File: src/verilog/adcrc_defines.svh
// offsets, field positions, reset values and encodings of the result and
// computation registers; included by the register module and the testbench
`ifndef ADCRC_DEFINES_SVH
`define ADCRC_DEFINES_SVH

// byte addresses, one aligned 32-bit word per register
`define ADCRC_OFS_RES_HIGH   8'h00
`define ADCRC_OFS_RES_LOW    8'h04
`define ADCRC_OFS_PREV_HIGH  8'h08
`define ADCRC_OFS_PREV_LOW   8'h0C
`define ADCRC_OFS_ACC_HIGH   8'h10
`define ADCRC_OFS_ACC_LOW    8'h14
`define ADCRC_OFS_STPT_HIGH  8'h18
`define ADCRC_OFS_STPT_LOW   8'h1C
`define ADCRC_OFS_ERR_HIGH   8'h20
`define ADCRC_OFS_ERR_LOW    8'h24
`define ADCRC_OFS_CTRL       8'h28

// control register fields
`define ADCRC_CTRL_JUSTIFY   0
`define ADCRC_CTRL_PSIS      1
`define ADCRC_CTRL_SHIFT_LO  2
`define ADCRC_CTRL_SHIFT_HI  4
`define ADCRC_CTRL_CALC_LO   5
`define ADCRC_CTRL_CALC_HI   7
`define ADCRC_CTRL_MASK      8'hFF

// error calculation select codes
`define ADCRC_CALC_RES_PREV  3'h0
`define ADCRC_CALC_STPT_RES  3'h1
`define ADCRC_CALC_STPT_FLT  3'h2
`define ADCRC_CALC_FLT_PREV  3'h3

// reset values
`define ADCRC_RST_BYTE       8'h00
`define ADCRC_RST_WORD       16'h0000
`define ADCRC_RST_RES        10'h000

`endif

File: src/verilog/adcrc_pkg.sv
// types shared by the result and computation register block
package adcrc_pkg;
    typedef logic [9:0]  adcrc_res_t;
    typedef logic [15:0] adcrc_word_t;
    typedef logic [7:0]  adcrc_byte_t;

    typedef enum logic [2:0] {
        BUS_IDLE  = 3'b001,
        BUS_WRITE = 3'b010,
        BUS_READ  = 3'b100
    } adcrc_bus_t;
endpackage : adcrc_pkg

File: src/verilog/adcrc_regs.sv
// result and computation registers of the converter, AHB-Lite slave
// assumes: convStart/convDone come from converter logic on ref_clk
// Overview of operation
// - left justified, result low holds conversion bits 1:0 in bits 7:6.
// - left justified, result high holds conversion bits 9:2.
// - right justified, result high holds bits 9:8 in 1:0, 7:2 reserved.
// - right justified, result low holds conversion bits 7:0.
// - prior source 1 loads the filter output at each conversion start.
// - prior source 0 loads the conversion result at each conversion start.
// - with prior source 0 the previous pair follows the result layout.
// - the accumulator is 16-bit signed, split into high and low bytes.
// - the filter output is the accumulator shifted right by shift count.
// - a 16-bit writable setpoint may enter the error calculation.
// - a 16-bit error is computed as chosen by the error calc select.
`timescale 1ns/1ns
`include "adcrc_defines.svh"
module adcrc_regs (
    input  wire logic                 ref_clk,    // system clock, 100 MHz
    input  wire logic                 rst_n,      // async reset, active low
    input  wire logic                 hsel,       // slave select
    input  wire logic [7:0]           haddr,      // byte address
    input  wire logic [1:0]           htrans,     // transfer type
    input  wire logic                 hwrite,     // 1: write
    input  wire logic [2:0]           hsize,      // transfer size
    input  wire logic [31:0]          hwdata,     // write data
    input  wire logic                 hready,     // bus ready
    output      logic [31:0]          hrdata,     // read data
    output      logic                 hreadyout,  // slave ready
    output      logic                 hresp,      // always OKAY
    input  wire logic                 convStart,  // conversion begins, pulse
    input  wire logic                 convDone,   // result valid, pulse
    input  wire adcrc_pkg::adcrc_res_t convData,  // new conversion result
    output      adcrc_pkg::adcrc_word_t filterOut, // filter output
    output      adcrc_pkg::adcrc_word_t errOut     // calc error value
);
    import adcrc_pkg::*;

    adcrc_bus_t  busFF,  nxt_bus;
    logic [7:0]  addrFF, nxt_addr;
    logic [31:0] rdataFF, nxt_rdata;
    adcrc_res_t  resFF,  nxt_res;
    adcrc_word_t prevFF, nxt_prev;
    adcrc_word_t accFF,  nxt_acc;
    adcrc_word_t stptFF, nxt_stpt;
    adcrc_word_t errFF,  nxt_err;
    adcrc_word_t filtFF, nxt_filt;
    adcrc_byte_t ctrlFF, nxt_ctrl;
    adcrc_word_t resWord;
    adcrc_word_t calcVal;
    adcrc_word_t resExt;
    logic        rightJust;
    logic        psis;
    logic [2:0]  shiftCnt;
    logic [2:0]  calcSel;
    logic        takeAddr;
    logic [7:0]  wb;

    assign rightJust = ctrlFF[`ADCRC_CTRL_JUSTIFY];
    assign psis      = ctrlFF[`ADCRC_CTRL_PSIS];
    assign shiftCnt  = ctrlFF[`ADCRC_CTRL_SHIFT_HI:`ADCRC_CTRL_SHIFT_LO];
    assign calcSel   = ctrlFF[`ADCRC_CTRL_CALC_HI:`ADCRC_CTRL_CALC_LO];
    assign resExt    = {6'h00, resFF};
    assign wb        = hwdata[7:0];

    adcrc_justify u_justify (
        .rightJustify (rightJust),
        .resIn        (resFF),
        .wordOut      (resWord)
    );

    // filter output leaves from a flip-flop, one cycle behind the accumulator
    assign filterOut = filtFF;
    assign errOut    = errFF;

    // read mux shared by the bus logic
    function automatic logic [7:0] read_byte(input logic [7:0] a,
                                             input adcrc_word_t rw,
                                             input adcrc_word_t pv,
                                             input adcrc_word_t ac,
                                             input adcrc_word_t sp,
                                             input adcrc_word_t er,
                                             input adcrc_byte_t ct);
        case (a)
            `ADCRC_OFS_RES_HIGH:  read_byte = rw[15:8];
            `ADCRC_OFS_RES_LOW:   read_byte = rw[7:0];
            `ADCRC_OFS_PREV_HIGH: read_byte = pv[15:8];
            `ADCRC_OFS_PREV_LOW:  read_byte = pv[7:0];
            `ADCRC_OFS_ACC_HIGH:  read_byte = ac[15:8];
            `ADCRC_OFS_ACC_LOW:   read_byte = ac[7:0];
            `ADCRC_OFS_STPT_HIGH: read_byte = sp[15:8];
            `ADCRC_OFS_STPT_LOW:  read_byte = sp[7:0];
            `ADCRC_OFS_ERR_HIGH:  read_byte = er[15:8];
            `ADCRC_OFS_ERR_LOW:   read_byte = er[7:0];
            `ADCRC_OFS_CTRL:      read_byte = ct;
            default:              read_byte = 8'h00;
        endcase
    endfunction : read_byte

    // bus phase tracking; reads take one wait state so data is fresh
    assign takeAddr  = hsel && htrans[1] && hready;
    assign hreadyout = (busFF != BUS_READ);
    assign hresp     = 1'b0;
    assign hrdata    = rdataFF;

    always_comb begin
        nxt_bus   = busFF;
        nxt_addr  = addrFF;
        nxt_rdata = rdataFF;
        case (busFF)
            BUS_READ: begin
                nxt_rdata = {24'h000000, read_byte(addrFF, resWord, prevFF,
                             accFF, stptFF, errFF, ctrlFF)};
                nxt_bus   = BUS_IDLE;
            end
            default: begin
                if (takeAddr) begin
                    nxt_addr = haddr;
                    nxt_bus  = hwrite ? BUS_WRITE : BUS_READ;
                end else begin
                    nxt_bus  = BUS_IDLE;
                end
            end
        endcase
    end

    always_ff @(posedge ref_clk or negedge rst_n) begin
        if (!rst_n) begin
            busFF   <= BUS_IDLE;
            addrFF  <= 8'h00;
            rdataFF <= 32'h00000000;
        end else begin
            busFF   <= nxt_bus;
            addrFF  <= nxt_addr;
            rdataFF <= nxt_rdata;
        end
    end

    // register file next values; hardware events win over software writes
    always_comb begin
        logic wr;
        wr       = (busFF == BUS_WRITE);
        nxt_res  = resFF;
        nxt_prev = prevFF;
        nxt_acc  = accFF;
        nxt_stpt = stptFF;
        nxt_ctrl = ctrlFF;
        if (wr) begin
            case (addrFF)
                `ADCRC_OFS_RES_HIGH: begin
                    if (rightJust) begin
                        nxt_res[9:8] = wb[1:0];
                    end else begin
                        nxt_res[9:2] = wb;
                    end
                end
                `ADCRC_OFS_RES_LOW: begin
                    if (rightJust) begin
                        nxt_res[7:0] = wb;
                    end else begin
                        nxt_res[1:0] = wb[7:6];
                    end
                end
                `ADCRC_OFS_ACC_HIGH:  nxt_acc[15:8]  = wb;
                `ADCRC_OFS_ACC_LOW:   nxt_acc[7:0]   = wb;
                `ADCRC_OFS_STPT_HIGH: nxt_stpt[15:8] = wb;
                `ADCRC_OFS_STPT_LOW:  nxt_stpt[7:0]  = wb;
                `ADCRC_OFS_CTRL:      nxt_ctrl = wb & `ADCRC_CTRL_MASK;
                default: ;
            endcase
        end
        if (convStart) begin
            nxt_prev = psis ? filterOut : resWord;
        end
        if (convDone) begin
            nxt_res = convData;
            nxt_acc = adcrc_word_t'(accFF + {6'h00, convData});
        end
    end

    // error calculation, signed 16-bit differences
    always_comb begin
        // signed arithmetic shift of the accumulator
        nxt_filt = adcrc_word_t'($signed(accFF) >>> shiftCnt);
        case (calcSel)
            `ADCRC_CALC_RES_PREV: calcVal = adcrc_word_t'(resExt - prevFF);
            `ADCRC_CALC_STPT_RES: calcVal = adcrc_word_t'(stptFF - resExt);
            `ADCRC_CALC_STPT_FLT: calcVal = adcrc_word_t'(stptFF - filterOut);
            `ADCRC_CALC_FLT_PREV: calcVal = adcrc_word_t'(filterOut - prevFF);
            default:              calcVal = adcrc_word_t'(filterOut - stptFF);
        endcase
        nxt_err = calcVal;
    end

    always_ff @(posedge ref_clk or negedge rst_n) begin
        if (!rst_n) begin
            resFF  <= `ADCRC_RST_RES;
            prevFF <= `ADCRC_RST_WORD;
            accFF  <= `ADCRC_RST_WORD;
            stptFF <= `ADCRC_RST_WORD;
            errFF  <= `ADCRC_RST_WORD;
            filtFF <= `ADCRC_RST_WORD;
            ctrlFF <= `ADCRC_RST_BYTE;
        end else begin
            resFF  <= nxt_res;
            prevFF <= nxt_prev;
            accFF  <= nxt_acc;
            stptFF <= nxt_stpt;
            errFF  <= nxt_err;
            filtFF <= nxt_filt;
            ctrlFF <= nxt_ctrl;
        end
    end
endmodule : adcrc_regs

File: src/verilog/adcrc_justify.sv
// places a ten-bit conversion result into a high/low byte pair
// assumes: pure combinational, justify select from the control register
`timescale 1ns/1ns
module adcrc_justify (
    input  wire logic              rightJustify, // 1: right, 0: left
    input  wire adcrc_pkg::adcrc_res_t  resIn,   // conversion result
    output      adcrc_pkg::adcrc_word_t wordOut  // {high byte, low byte}
);
    import adcrc_pkg::*;

    always_comb begin
        if (rightJustify) begin
            wordOut = {6'h00, resIn};
        end else begin
            wordOut = {resIn, 6'h00};
        end
    end
endmodule : adcrc_justify

File: config.mk
export PLATFORM = sky130hd
export DESIGN_NAME = adcrc_regs
export DESIGN_NICKNAME = d
export VERILOG_FILES = /design/src/verilog/adcrc_pkg.sv /design/src/verilog/adcrc_regs.sv /design/src/verilog/adcrc_justify.sv
export VERILOG_INCLUDE_DIRS = /design/src /design/src/verilog
export SDC_FILE = /design/constraint.sdc
export NUM_CORES = 1
export LEC_CHECK = 0
export BUFFER_PORTS_ARGS = -buffer_cell sky130_fd_sc_hd__buf_4
export CAP_MARGIN = 20
export CORE_ASPECT_RATIO = 1.5
export CORE_MARGIN = 2
export CORE_UTILIZATION = 35
export CTS_BUF_LIST = sky130_fd_sc_hd__clkbuf_2
export CTS_CLUSTER_DIAMETER = 200
export CTS_CLUSTER_SIZE = 10
export DETAILED_ROUTE_END_ITERATION = 8
export PLACE_DENSITY = 0.62
export SLEW_MARGIN = 20
export SYNTH_ARGS = -nofsm -noshare
export SYNTH_HDL_FRONTEND = slang
export SYNTH_SLANG_ARGS = --single-unit
File: constraint.sdc
create_clock -name ref_clk -period 4.8 [get_ports ref_clk]
set_clock_uncertainty 0.2 [all_clocks]
set_input_delay 0 -clock ref_clk [delete_from_list [all_inputs] [get_ports ref_clk]]
set_output_delay 0 -clock ref_clk [all_outputs]
set_load 0.005 [all_outputs]
---- Yosys cells after proc, flatten, opt, wreduce, memory -nomap -nowiden ----
Index checks and enable logic that the tools add are counted.
cells by class
  add/sub/neg operators ................... 6
  $mul .................................... 0
  div/mod/pow operators ................... 0
  $lt $le $gt $ge ......................... 0
  eq/ne operators ......................... 18
  shift-type cells ........................ 1
  multiplexer cells ....................... 19
  bitwise operators ....................... 1
  reductions and logical operators ........ 19
operators by type and width
  kind                number
  $pmux 8 s11         1
  $mux 16             4
  $pmux 16 s4         1
  $sub 16x16->16      3
  $eq 8x5->1 const B  4
  $eq 8x6->1 const B  3
  $mux 10             2
  $add 16x10->16      1
  $eq 8x4->1 const B  2
  $mux 8              2
  $reduce_and 2->1    8
  $sshr 16x3->16      1
  $sub 10x16->16      1
  $sub 16x10->16      1
  $mux 6              2
  $pmux 6 s2          1
  $reduce_bool 2->1   5
  $eq 3x2->1 const B  3
  $mux 3              3
  $ne 3x3->1 const B  3
  $eq 8x3->1 const B  1
  $logic_not 8->1     1
  $mux 2              3
  $reduce_and 4->1    1
  other kinds (6)     7
word-level totals
  register bits ........................... 117
  bits in latches ......................... 0
  RAM bits ................................ 0
  ROM bits ................................ 0
  bits of input ports ..................... 62
  output and inout bits ................... 66
  word-level logic and storage cells ...... 78
  memories kept ........................... 0

---- Logic depth before layout (Yosys ltp) ----
Gate-level depths: netlist of run 1.
  word-level depth ........................ 4
  depth in mapped cells ................... 16

---- Hierarchy ----
Synthesis of run 1 repeated with hierarchy kept, for this count alone.
second synthesis, totals
  cell total of the unflattened synthesis .. 1,065
  area total of the unflattened synthesis .. 9,283.9 um^2
by module, submodules not included
  module         instances  cells an instance  area each (um^2)  sequential area each (um^2)
  adcrc_regs     1          1,047              9,126.3           2,929.1
  adcrc_justify  1          18                 157.7             0.0

---- Least setup slack after synthesis of run 1 ----
OpenSTA, ideal clock, no wires.
  path kind ............................... register -> register
  start ................................... register ctrlFF[5]
  end ..................................... register errFF[14] (netlist: errOut[14])
  data arrival time ....................... 3,243 ps
  setup slack ............................. 1,231 ps
  cell stages (with the launch flop) ...... 17
  cell sequence ........................... dfrtp_1 > clkbuf_1 > nor3b_1 > buf_1 > clkbuf_1 > nand2_1 > o21ai_0 > ha_1 > inv_1 > fa_1 > a21o_1 > nand3_1 > a21o_1 > o21ai_0 > a21oi_1 > mux2i_1 > a221o_1
on the way
  longest elaborated chain between the ends .. 2
  elaborated cells on any way between the ends .. 5
  those cells by class .................... eq/ne (3); mux (1); reduce/logical (1)
ends and longest elaborated chain
  what                                RTL line           text
  from (decl)                         adcrc_regs.sv:47   adcrc_byte_t ctrlFF, nxt_ctrl;
  from (signal assigned)              adcrc_regs.sv:202  ctrlFF <= `ADCRC_RST_BYTE;
  from (signal assigned)              adcrc_regs.sv:210  ctrlFF <= nxt_ctrl;
  $eq 3x2->1 (tied with other cells)  adcrc_regs.sv:184  case (calcSel)
  $pmux 16 s4 (*)                     adcrc_regs.sv:184
  via calcVal[14]                     adcrc_regs.sv:49   adcrc_word_t calcVal;
  to (signal assigned)                adcrc_regs.sv:200  errFF <= `ADCRC_RST_WORD;
  to (signal assigned)                adcrc_regs.sv:208  errFF <= nxt_err;
  to (decl)                           adcrc_regs.sv:45   adcrc_word_t errFF, nxt_err;
The timed path passes the listed nets; every way through them passes the cells marked *.
A chain may end at the register's enable or synchronous reset.

---- Worst setup path after layout of run 1 ----
  start ................................... register addrFF[3]
  end ..................................... register resFF[4]
on the way
  longest elaborated chain between the ends .. 4
  elaborated cells on any way between the ends .. 9
  those cells by class .................... eq/ne (3); mux (3); reduce/logical (3)
ends and longest elaborated chain
  what                                                  RTL line           text
  from (decl)                                           adcrc_regs.sv:39   logic [7:0] addrFF, nxt_addr;
  from (signal assigned)                                adcrc_regs.sv:133  addrFF <= nxt_addr;
  $eq 8x3->1 / $logic_not 8->1 (equally long branches)  adcrc_regs.sv:148  case (addrFF)
  $pmux 6 s2                                            adcrc_regs.sv:148
  $mux 10                                               adcrc_regs.sv:147  if (wr) begin
  $mux 10                                               adcrc_regs.sv:174  if (convDone) begin
  to (signal assigned)                                  adcrc_regs.sv:196  resFF <= `ADCRC_RST_RES;
  to (signal assigned)                                  adcrc_regs.sv:204  resFF <= nxt_res;
  to (decl)                                             adcrc_regs.sv:41   adcrc_res_t resFF, nxt_res;
Several ways; a longest one is shown, not always the timed one. The select of a mux whose other input is x is not followed.

==> results of run 1 <==
worst max-delay path, delay by kind of cell, from the launching register on:
kind	cells	cell delay [ps]
and+or+nand+nor	4	1370
buffers and inverters	2	1150
AOI/OAI and AO/OA	3	280
DFF	1	680
how the worst max path moves through the flow:
stage | endpoint | depth (start not counted) | slack (ps)
6_report | resFF[4]$_DFFE_PN0P_ | 9 | 1040
5_1_grt | resFF[4]$_DFFE_PN0P_ | 9 | 840
4_1_cts | accFF[11]$_DFFE_PN0P_ | 9 | 1080
3_5_place_dp | errOut[12]$_DFF_PN0_ | 12 | 1150
3_3_place_gp | errOut[12]$_DFF_PN0_ | 12 | 1200
2_1_floorplan | errOut[14]$_DFF_PN0_ | 16 | 1230
sequential cells by signal, indices dropped and copies added (netlist names):
| signal | count |
|---|---|
| accFF | 16 |
| errOut | 16 |
| filterOut | 16 |
| prevFF | 16 |
| stptFF | 16 |
| resFF | 10 |
| addrFF | 8 |
| ctrlFF | 8 |
| hrdata | 8 |
| busFF | 3 |
layer usage:
metal	part of all wire (%)	vias to the layer above	global-route usage (%)
met5	0	-	0
met4	7.8	0	18.3
met3	5.5	115	3.80
met2	51	376	45.1
met1	36	4375	28.9
li1	-	4218	-
through the flow:
step | area [µm²] | hold WS, ps
detailed placement | 10100 | -88.3
global route | 11300 | 10.4
global placement | 10100 | -91.0
CTS | 11300 | 3.64
finish | 11300 | 36.4
floorplan | 9390 | -496
logic make-up (layout without fill, tap and decap cells):
kind of cell,after synthesis,in the layout,share of synthesized area (%)
multiplexers,99,99,11.4
XOR/XNOR,43,43,4.05
buffers and inverters,115,247,5.77
AO/OA/AOI/OAI,322,322,21.7
AND/OR/NAND/NOR,348,348,18.0
adder cells (fa/ha/maj),54,54,7.59
flip-flops,117,117,31.5
other,1,26,0.0403
where the power goes:
part	leakage [nW]	switching, mW	internal, mW
clock network	0.153	0.427	0.336
logic	3.32	1.16	1.01
registers	1.42	0.437	1.19
layout make-up:
cell class / instances / area [µm²]
Clock inverter: 15 / 188
Tap cell: 337 / 422
Timing Repair Buffer: 184 / 1640
Clock buffer: 17 / 85.1
Multi-Input combinational cell: 891 / 5940
Fill cell: 2605 / 15000
Sequential cell: 117 / 2930
Inverter: 31 / 116
Antenna cell: 1 / 2.50
what timing repair did:
item,in CTS,in global routing
hold endpoints to repair,194,0
endpoints found under the setup margin,0,0
resized for setup,0,0
hold buffers,95,0
cell usage after synthesis (4+ instances only):
master / instances / share of area (%)
nor4_1: 6 / 0.40
nor3_1: 13 / 0.70
o21a_1: 9 / 0.73
nand4_1: 4 / 0.27
buf_4: 25 / 2.0
a21oi_1: 87 / 4.7
nor2b_1: 13 / 0.87
inv_1: 28 / 1.1
dfrtp_1: 116 / 31
fa_1: 4 / 0.86
nor2_1: 70 / 2.8
o211ai_1: 10 / 0.81
and3_1: 7 / 0.47
a211o_1: 4 / 0.38
a211oi_1: 5 / 0.40
and2_1: 8 / 0.54
a22oi_1: 9 / 0.73
mux2_2: 37 / 4.5
mux2i_1: 60 / 6.5
nand3_1: 27 / 1.5
a221o_1: 5 / 0.54
nor3b_1: 8 / 0.65
buf_1: 5 / 0.20
a222oi_1: 4 / 0.43
or3_1: 6 / 0.40
buf_2: 9 / 0.48
nand2b_1: 20 / 1.3
a21o_1: 14 / 1.1
ha_1: 50 / 6.7
o221ai_1: 4 / 0.38
xor2_1: 18 / 1.7
o31ai_1: 7 / 0.57
a22o_1: 6 / 0.57
a31oi_1: 8 / 0.54
xnor2_1: 25 / 2.4
nand2_1: 147 / 5.9
o21ai_0: 109 / 5.9
o22ai_1: 5 / 0.34
a221oi_1: 6 / 0.57
clkbuf_1: 45 / 1.8
==> qor.yml, run 1 <==
setup_path:
  reg2reg_to: "resFF[4]$_DFFE_PN0P_"
  reg2reg_depth: 9
  path_class: "register to register"
  path_max_fanout: 19
  arrival_ps: 4210
  worst_ep_required_time_ps: 5250
  cp-startpoint: "addrFF[3]$_DFFE_PN0P_"
  crit_path_end_kind: "register"
  max_stage_delay_ps: 680
  reg2reg_slack_ps: 1040
  cp_slowest_cell: "dfrtp_1"
  critPathLaunchType: "register"
  r2r_start: "addrFF[3]$_DFFE_PN0P_"
  path_cells: "nand2b_1 -> nor3_2 -> nand2_1 -> nand2_1 -> a21oi_1 -> a21oi_1 -> dlygate4sd3_1 -> o21ai_0 -> dlygate4sd3_1"
global_routing:
  overflow: 0
  grt_use_total_pct: 26.1
  grt_pass1_wl_um: 54100
  grt_max_degree: 55
  grt_antenna_before_repair: 1
  first_global_vias: 9169
timing:
  fin_ws_ps: 1040
  setup_viol: 0
  rsz0062_at_grt: "no"
  fin_crit_ps: 3760
  finalSetupTns_ps: 0
  relSlewSlack_pct: 34.6
  hold_viol: 0
  fmax_mhz: 266
  fin_crit_sh_pct: 78.4
  drv_slew: 0
  worst_slew_pin_slew_ps: 981
min_path:
  hold_start: "hwdata[5]"
  min_to: "accFF[13]$_DFFE_PN0P_"
  min_path_type: "input port to register"
  holdPathStages: 5
synthesis:
  synth.ff_latch_count: 117
  async_reset_ff_share_pct: 100
  yosysUniqueCellTypes: 76
  synth-edff-count: 0
  synth_warnings: 0
  synth_top_flop_cell: "dfrtp_1"
  synth-seq-area-share_pct: 31.5
  avgSynthCellArea_um2: 8.46
  synth_area_um2: 9300
  netlist_instances: 1099
job:
  maxCapViolations: 0
floorplan:
  initial_core_util_pct: 35.4
  num_io_pins: 128
  rows: 73
  dieArea_um2: 27900
  core_um2: 26300
  die_h_um: 204
  die_x_um: 137
clock_tree:
  cts_buffers: 17
  h-tree-depth: 4
  cts_root_buf: "clkbuf_2"
  worstSkewPairLatency_ps: 780
  cts.sinks: 117
  post_cts_buffers: 0
  cts_tree: "built"
  cts.path.max_buffers: 2
  clk_pin_slew_worst_paths_ps: 230
placement:
  dpl_worst_slack_ps: 1150
  gp_congestion: 1.01
  io_buffers: 74
  place_inst: 1465
  dp_hpwl_um: 25900
route:
  routedWlPerCell_um: 22.1
  drtIter0Drc: 680
  vias_per_cell: 5.70
  ant_nets: 0
  drcViolationCount: 0
  vias: 9084
  drt_wl_total_um: 35200
  dr.pass1.iters: 8
pwr:
  power.density_nw_per_um2: 403
  p_leak_nw: 4.90
  peakVddDrop_uv: 186
  totalPowerFinal_mw: 4.56
finish:
  layout_common_cells: "nand2_1, dfrtp_1, o21ai_0, dlygate4sd3_1, buf_4"
  drive_gt1_share_pct: 14.5
  final_cells: 1593
  syn2layout_area_growth_pct: 21.7
  finish.utilization_pct: 43.0
  nNetsFinal: 1358
  final_common_cell: "nand2_1"
outcome:
  status: "finished, final reports clean"
Power figures use the tool's default switching activity.
==> inputs of run 2 (changes only) <==
--- a/config.mk
+++ b/config.mk
@@ -15,7 +15,7 @@
 export CTS_CLUSTER_DIAMETER = 200
 export CTS_CLUSTER_SIZE = 10
 export DETAILED_ROUTE_END_ITERATION = 8
-export PLACE_DENSITY = 0.62
+export PLACE_DENSITY = 0.64
 export SLEW_MARGIN = 20
 export SYNTH_ARGS = -nofsm -noshare
 export SYNTH_HDL_FRONTEND = slang
==> constraint.sdc (replaced) <==
create_clock -name ref_clk -period 3.05 [get_ports ref_clk]
set_clock_uncertainty 0.2 [all_clocks]
set_input_delay 0 -clock ref_clk [delete_from_list [all_inputs] [get_ports ref_clk]]
set_output_delay 0 -clock ref_clk [all_outputs]
set_load 0.005 [all_outputs]
==> qor.yml, run 2 (synthesized netlist as in run 1, its figures left out) <==
outcome:
  status: "finished, violations left"  # was finished, final reports clean
  violations: "negative setup slack"
setup_path:
  reg2reg_depth: 14  # was 9
  max_stage_delay_ps: 410  # was 680 ps
  cp.depth: 14  # was 9
  arrival_ps: 3630  # was 4210 ps
  cp-startpoint: "ctrlFF[7]$_DFFE_PN0P_"  # was addrFF[3]$_DFFE_PN0P_
  critical_path_buf_inv_count: 4  # was 2
  r2r_start: "ctrlFF[7]$_DFFE_PN0P_"  # was addrFF[3]$_DFFE_PN0P_
  worst_ep_required_time_ps: 3510  # was 5250 ps
  critPathTopFamily: "compound AO/OA/AOI/OAI gates"  # was simple AND/OR/NAND/NOR gates
  reg2reg_to: "errOut[14]$_DFF_PN0_"  # was resFF[4]$_DFFE_PN0P_
  reg2reg_slack_ps: -110  # was 1040 ps
  path_class: "register to register"  # unchanged
  path_max_fanout: 5  # was 19
  cp_slowest_cell: "dfrtp_1"  # unchanged
  path_cells: "buf_4 -> nor3b_4 -> buf_6 -> buf_6 -> mux2i_2 -> ha_1 -> o21a_1 -> o211ai_1 -> buf_4 -> a21o_1 -> o21ai_1 -> a21oi_1 -> mux2i_1 -> a221o_1"  # was nand2b_1 -> nor3_2 -> nand2_1 -> nand2_1 -> a21oi_1 -> a21oi_1 -> dlygate4sd3_1 -> o21ai_0 -> dlygate4sd3_1
  crit_end: "errOut[14]$_DFF_PN0_"  # was resFF[4]$_DFFE_PN0P_
  crit_path_end_kind: "register"  # unchanged
  critPathLaunchType: "register"  # unchanged
pwr:
  totalPowerFinal_mw: 8.05  # was 4.56 mW
  peakVddDrop_uv: 351  # was 186 µV
  power.density_nw_per_um2: 641  # was 403 nW/µm²
  p_leak_nw: 5.54  # was 4.90 nW
route:
  dr.pass1.iters: 5  # was 8
  drtIter0Drc: 849  # was 680
  vias: 9783  # was 9084
  ant_nets: 0  # unchanged
  routedWlPerCell_um: 22.7  # was 22.1 µm
  drt_wl_total_um: 38900  # was 35200 µm
  vias_per_cell: 5.71  # was 5.70
  drcViolationCount: 0  # unchanged
global_routing:
  grt_use_total_pct: 28.1  # was 26.1%
  grt_max_degree: 55  # unchanged
  first_global_vias: 9659  # was 9169
  grt_antenna_before_repair: 1  # unchanged
  overflow: 0  # unchanged
  grt_pass1_wl_um: 57900  # was 54100 µm
timing:
  relSlewSlack_pct: 42.6  # was 34.6%
  setup_viol: 6  # was 0
  fmax_mhz: 316  # was 266 MHz
  rsz0062_at_grt: "yes"  # was no
  worst_slew_pin_slew_ps: 861  # was 981 ps
  fin_ws_ps: -114  # was 1040 ps
  drv_slew: 0  # unchanged
  fin_crit_ps: 3160  # was 3760 ps
  timing.hold.ws_ps: 29.7  # was 36.4 ps
  fin_crit_sh_pct: 104  # was 78.4%
  hold_viol: 0  # unchanged
floorplan:
  num_io_pins: 128  # unchanged
  die_x_um: 137  # unchanged
  initial_core_util_pct: 35.4  # unchanged
  dieArea_um2: 27900  # unchanged
  die_h_um: 204  # unchanged
  rows: 73  # unchanged
  core_um2: 26300  # unchanged
clock_tree:
  cts.path.max_buffers: 2  # unchanged
  worstSkewPairLatency_ps: 800  # was 780 ps
  cts_tree: "built"  # unchanged
  cts_root_buf: "clkbuf_2"  # unchanged
  cts_buffers: 17  # unchanged
  h-tree-depth: 4  # unchanged
  clk_pin_slew_worst_paths_ps: 200  # was 230 ps
  cts.sinks: 117  # unchanged
placement:
  dpl_cell_area_um2: 11000  # was 10100 µm²
  dpl_worst_slack_ps: -182  # was 1150 ps
  io_buffers: 74  # unchanged
  dp_hpwl_um: 28600  # was 25900 µm
  gp_congestion: 1.06  # was 1.01
finish:
  final_cell_area_um2: 12500  # was 11300 µm²
  layout_common_cells: "buf_4, nand2_1, dfrtp_1, o21ai_0, dlygate4sd3_1"  # was nand2_1, dfrtp_1, o21ai_0, dlygate4sd3_1, buf_4
  nNetsFinal: 1478  # was 1358
  syn2layout_area_growth_pct: 34.9  # was 21.7%
  drive_gt1_share_pct: 24.1  # was 14.5%
  final_common_cell: "buf_4"  # was nand2_1
min_path:
  min_path_type: "input port to register"  # unchanged
  hold_start: "hwdata[5]"  # unchanged
job:
  maxCapViolations: 0  # unchanged
==> run 2: timing repair <==
item,4_1_cts,5_1_grt
pin swaps,13,30
hold buffers,98,0
endpoints found under the setup margin,8,20
resized for setup,22,30
endpoints found under the hold margin,194,0
buffers inserted,4,5
==> run 2: metal layers <==
layer / GRT usage (%) / wire, µm / vias to the layer above
met5: 0 / 0 / -
met4: 19.4 / 3020 / 0
met3: 3.78 / 1930 / 142
met2: 48.7 / 19400 / 447
met1: 31.4 / 14500 / 4736
li1: - / - / 4458
==> run 2: report_power, final <==
| part | leakage, nW | switching [mW] | internal, mW | total [mW] |
|---|---|---|---|---|
| clock | 0.183 | 0.680 | 0.704 | 1.38 |
| sequential | 1.42 | 0.606 | 1.87 | 2.48 |
| combinational | 3.94 | 2.18 | 2.00 | 4.18 |
==> run 2: per-stage QoR <==
stage	TNS (ps)	instances	utilization, %
after floorplan	-65.0	1123	-
final	-382	1713	47.7
after global routing	-1420	1713	47.7
after global placement	-664	1573	41.6
after detailed placement	-851	1573	41.6
after CTS	-219	1707	47.0
==> run 2: layout make-up <==
| cell class | count | area, µm² |
|---|---|---|
| multi-input cells | 891 | 6150 |
| diodes | 1 | 2.50 |
| inverters | 31 | 116 |
| clock buffers | 18 | 90.1 |
| flip-flops and latches | 117 | 2930 |
| clock inverters | 14 | 231 |
| well taps | 337 | 422 |
| repair buffers | 304 | 2600 |
| fillers | 2536 | 13800 |
==> run 2: worst reg2reg max path, stage by stage (launching register included) <==
cell and delay [ps]:
dfrtp_1 410, buf_4 140, nor3b_4 270, buf_6 170
buf_6 100, mux2i_2 200, ha_1 270, o21a_1 210
o211ai_1 210, buf_4 140, a21o_1 140, o21ai_1 80
a21oi_1 190, mux2i_1 90, a221o_1 250
==> run 2: worst min-delay path by stage <==
| stage | cells after the start | slack (ps) | to |
|---|---|---|---|
| 5_1_grt | 5 | 50 | resFF[7]$_DFFE_PN0P_ |
| 6_report | 5 | 30 | accFF[13]$_DFFE_PN0P_ |
| 2_1_floorplan | 0 | -500 | accFF[0]$_DFFE_PN0P_ |
| 3_3_place_gp | 1 | -100 | hrdata[5]$_DFFE_PN0N_ |
| 3_5_place_dp | 1 | -100 | hrdata[7]$_DFFE_PN0N_ |
| 4_1_cts | 5 | 5 | accFF[13]$_DFFE_PN0P_ |
==> inputs of run 3 (changes only) <==
--- a/config.mk
+++ b/config.mk
@@ -6,10 +6,11 @@
 export SDC_FILE = /design/constraint.sdc
 export NUM_CORES = 1
 export LEC_CHECK = 0
+export ABC_CLOCK_PERIOD_IN_PS = 3050
 export BUFFER_PORTS_ARGS = -buffer_cell sky130_fd_sc_hd__buf_4
 export CAP_MARGIN = 20
 export CORE_ASPECT_RATIO = 1.5
-export CORE_MARGIN = 2
+export CORE_MARGIN = 4
 export CORE_UTILIZATION = 35
 export CTS_BUF_LIST = sky130_fd_sc_hd__clkbuf_2
 export CTS_CLUSTER_DIAMETER = 200
==> qor.yml, run 3 (synthesized netlist as in run 1, its figures left out) <==
route:
  drcViolationCount: 0  # unchanged
  vias: 9617  # was 9783
  drt_wl_total_um: 38200  # was 38900 µm
  vias_per_cell: 5.66  # was 5.71
  routedWlPerCell_um: 22.5  # was 22.7 µm
  dr.pass1.iters: 5  # unchanged
  ant_nets: 0  # unchanged
  drtIter0Drc: 756  # was 849
setup_path:
  worst_ep_required_time_ps: 3480  # was 3510 ps
  path_cells: "nand3b_1 -> mux2_4 -> ha_4 -> fa_2 -> nor2b_4 -> o31a_1 -> o311ai_4 -> a31oi_2 -> xnor2_1 -> nor2_1 -> a221o_1"  # was buf_4 -> nor3b_4 -> buf_6 -> buf_6 -> mux2i_2 -> ha_1 -> o21a_1 -> o211ai_1 -> buf_4 -> a21o_1 -> o21ai_1 -> a21oi_1 -> mux2i_1 -> a221o_1
  critPathTopFamily: "compound AO/OA/AOI/OAI gates"  # unchanged
  cp_slowest_cell: "dfrtp_1"  # unchanged
  path_max_fanout: 5  # unchanged
  max_stage_delay_ps: 450  # was 410 ps
  path_class: "register to register"  # unchanged
  crit_path_end_kind: "register"  # unchanged
  critical_path_buf_inv_count: 0  # was 4
  r2r_start: "ctrlFF[7]$_DFFE_PN0P_"  # unchanged
  reg2reg_to: "errOut[12]$_DFF_PN0_"  # was errOut[14]$_DFF_PN0_
  reg2reg_slack_ps: -150  # was -110 ps
  critPathLaunchType: "register"  # unchanged
  arrival_ps: 3630  # about the same
  reg2reg_depth: 11  # was 14
clock_tree:
  h-tree-depth: 4  # unchanged
  cts_buffers: 17  # unchanged
  clk_pin_slew_worst_paths_ps: 220  # was 200 ps
  cts_root_buf: "clkbuf_2"  # unchanged
  cts_tree: "built"  # unchanged
  worstSkewPairLatency_ps: 740  # was 800 ps
  cts.path.max_buffers: 2  # unchanged
  cts.sinks: 117  # unchanged
min_path:
  min_path_type: "input port to register"  # unchanged
  min_to: "accFF[8]$_DFFE_PN0P_"  # was accFF[13]$_DFFE_PN0P_
  holdPathStages: 4  # was 5
  hold_start: "convDone"  # was hwdata[5]
finish:
  drive_gt1_share_pct: 23.8  # was 24.1%
  final_cell_area_um2: 12300  # was 12500 µm²
  final_common_cell: "buf_4"  # unchanged
  multi_input_area_um2: 6170  # was 6150 µm²
  regArea_um2: 2930  # about the same
  final.fill_count: 2518  # was 2536
  nNetsFinal: 1466  # was 1478
  layout_common_cells: "buf_4, nand2_1, dfrtp_1, o21ai_0, dlygate4sd3_1"  # unchanged
  syn2layout_area_growth_pct: 32.8  # was 34.9%
pwr:
  peakVddDrop_uv: 273  # was 351 µV
  p_leak_nw: 5.44  # was 5.54 nW
  power.density_nw_per_um2: 615  # was 641 nW/µm²
  totalPowerFinal_mw: 7.59  # was 8.05 mW
timing:
  rsz0062_at_grt: "yes"  # unchanged
  hold_viol: 0  # unchanged
  fin_ws_ps: -148  # was -114 ps
  drv_slew: 0  # unchanged
  timing.hold.ws_ps: 64.1  # was 29.7 ps
  finalSetupTns_ps: -366  # was -382 ps
  fin_crit_ps: 3200  # was 3160 ps
  fin_crit_sh_pct: 105  # was 104%
  fmax_mhz: 313  # was 316 MHz
  relSlewSlack_pct: 38.1  # was 42.6%
  setup_viol: 5  # was 6
  worst_slew_pin_slew_ps: 928  # was 861 ps
global_routing:
  grt_antenna_before_repair: 1  # unchanged
  grt_max_degree: 57  # was 55
  overflow: 0  # unchanged
  first_global_vias: 9735  # was 9659
  grt_use_total_pct: 25.9  # was 28.1%
  grt_pass1_wl_um: 57900  # about the same
placement:
  io_buffers: 74  # unchanged
  dp_hpwl_um: 28400  # was 28600 µm
  dpl_worst_slack_ps: -189  # was -182 ps
  dpl_cell_area_um2: 10800  # was 11000 µm²
  gp_congestion: 1.01  # was 1.06
floorplan:
  die_x_um: 141  # was 137 µm
  num_io_pins: 128  # unchanged
  initial_core_util_pct: 35.7  # was 35.4%
  rows: 72  # was 73
  dieArea_um2: 29300  # was 27900 µm²
  die_h_um: 208  # was 204 µm
  core_um2: 26000  # was 26300 µm²
job:
  maxCapViolations: 0  # unchanged
outcome:
  status: "finished, violations left"  # unchanged
  violations: "negative setup slack"  # unchanged
-- run 3: cell types whose count changed in the layout (fill, tap and decap cells not counted), moves of 3 or more --
cell	before	now
buf_4	198	185
bufinv_16	6	1
a21oi_1	81	77
a21oi_2	5	8
clkinvlp_4	1	4
dfrtp_1	115	112
dfrtp_2	1	4
-- run 3: layout make-up --
cell class	count	area share (%)
clock buffers	17	0.689
well taps	333	3.37
clock inverters	15	1.06
flip-flops and latches	117	23.8
diodes	2	0.0405
repair buffers	292	20.2
inverters	31	0.942
multi-input cells	891	50.0
-- run 3: tightest hold or removal path, delay by kind of cell --
kind                   cells  cell delay, ps
buffers and inverters      3             850
multiplexers               1             110
-- run 3: routing by layer --
layer	vias to the layer above	track usage (%)	routed length, µm
met5	-	0	0
met4	0	19.4	3320
met3	146	3.66	1970
met2	434	44.9	19200
met1	4603	28.0	13700
li1	4434	-	-
-- run 3: how the worst max path moves through the flow --
stage | start | to | slack [ps] | depth (start not counted)
6_report | ctrlFF[7]$_DFFE_PN0P_ | errOut[12]$_DFF_PN0_ | -150 | 11
5_1_grt | ctrlFF[7]$_DFFE_PN0P_ | errOut[12]$_DFF_PN0_ | -310 | 12
4_1_cts | ctrlFF[7]$_DFFE_PN0P_ | errOut[14]$_DFF_PN0_ | -100 | 12
3_5_place_dp | ctrlFF[5]$_DFFE_PN0P_ | errOut[15]$_DFF_PN0_ | -190 | 11
3_3_place_gp | ctrlFF[5]$_DFFE_PN0P_ | errOut[15]$_DFF_PN0_ | -210 | 11
2_1_floorplan | ctrlFF[5]$_DFFE_PN0P_ | errOut[14]$_DFF_PN0_ | -50 | 16
-- run 3: what timing repair did --
action                     CTS  global route
hold buffers                99             0
hold endpoints to repair   194             0
cloned                       0             1
setup buffers                2             6
pin swaps                   11            22
resized for setup           14            43
setup endpoints to repair    7            18
-- run 3: report_power, final --
group / leakage, nW / internal (mW) / switching (mW)
clock: 0.125 / 0.296 / 0.698
combinational: 3.89 / 1.99 / 2.13
sequential: 1.42 / 1.88 / 0.605
-- run 3: metrics by stage --
stage,std cells,utilization [%]
2_1_floorplan,1123,-
3_3_place_gp,1556,41.6
3_5_place_dp,1556,41.6
4_1_cts,1689,46.6
5_1_grt,1697,47.4
6_report,1698,47.4
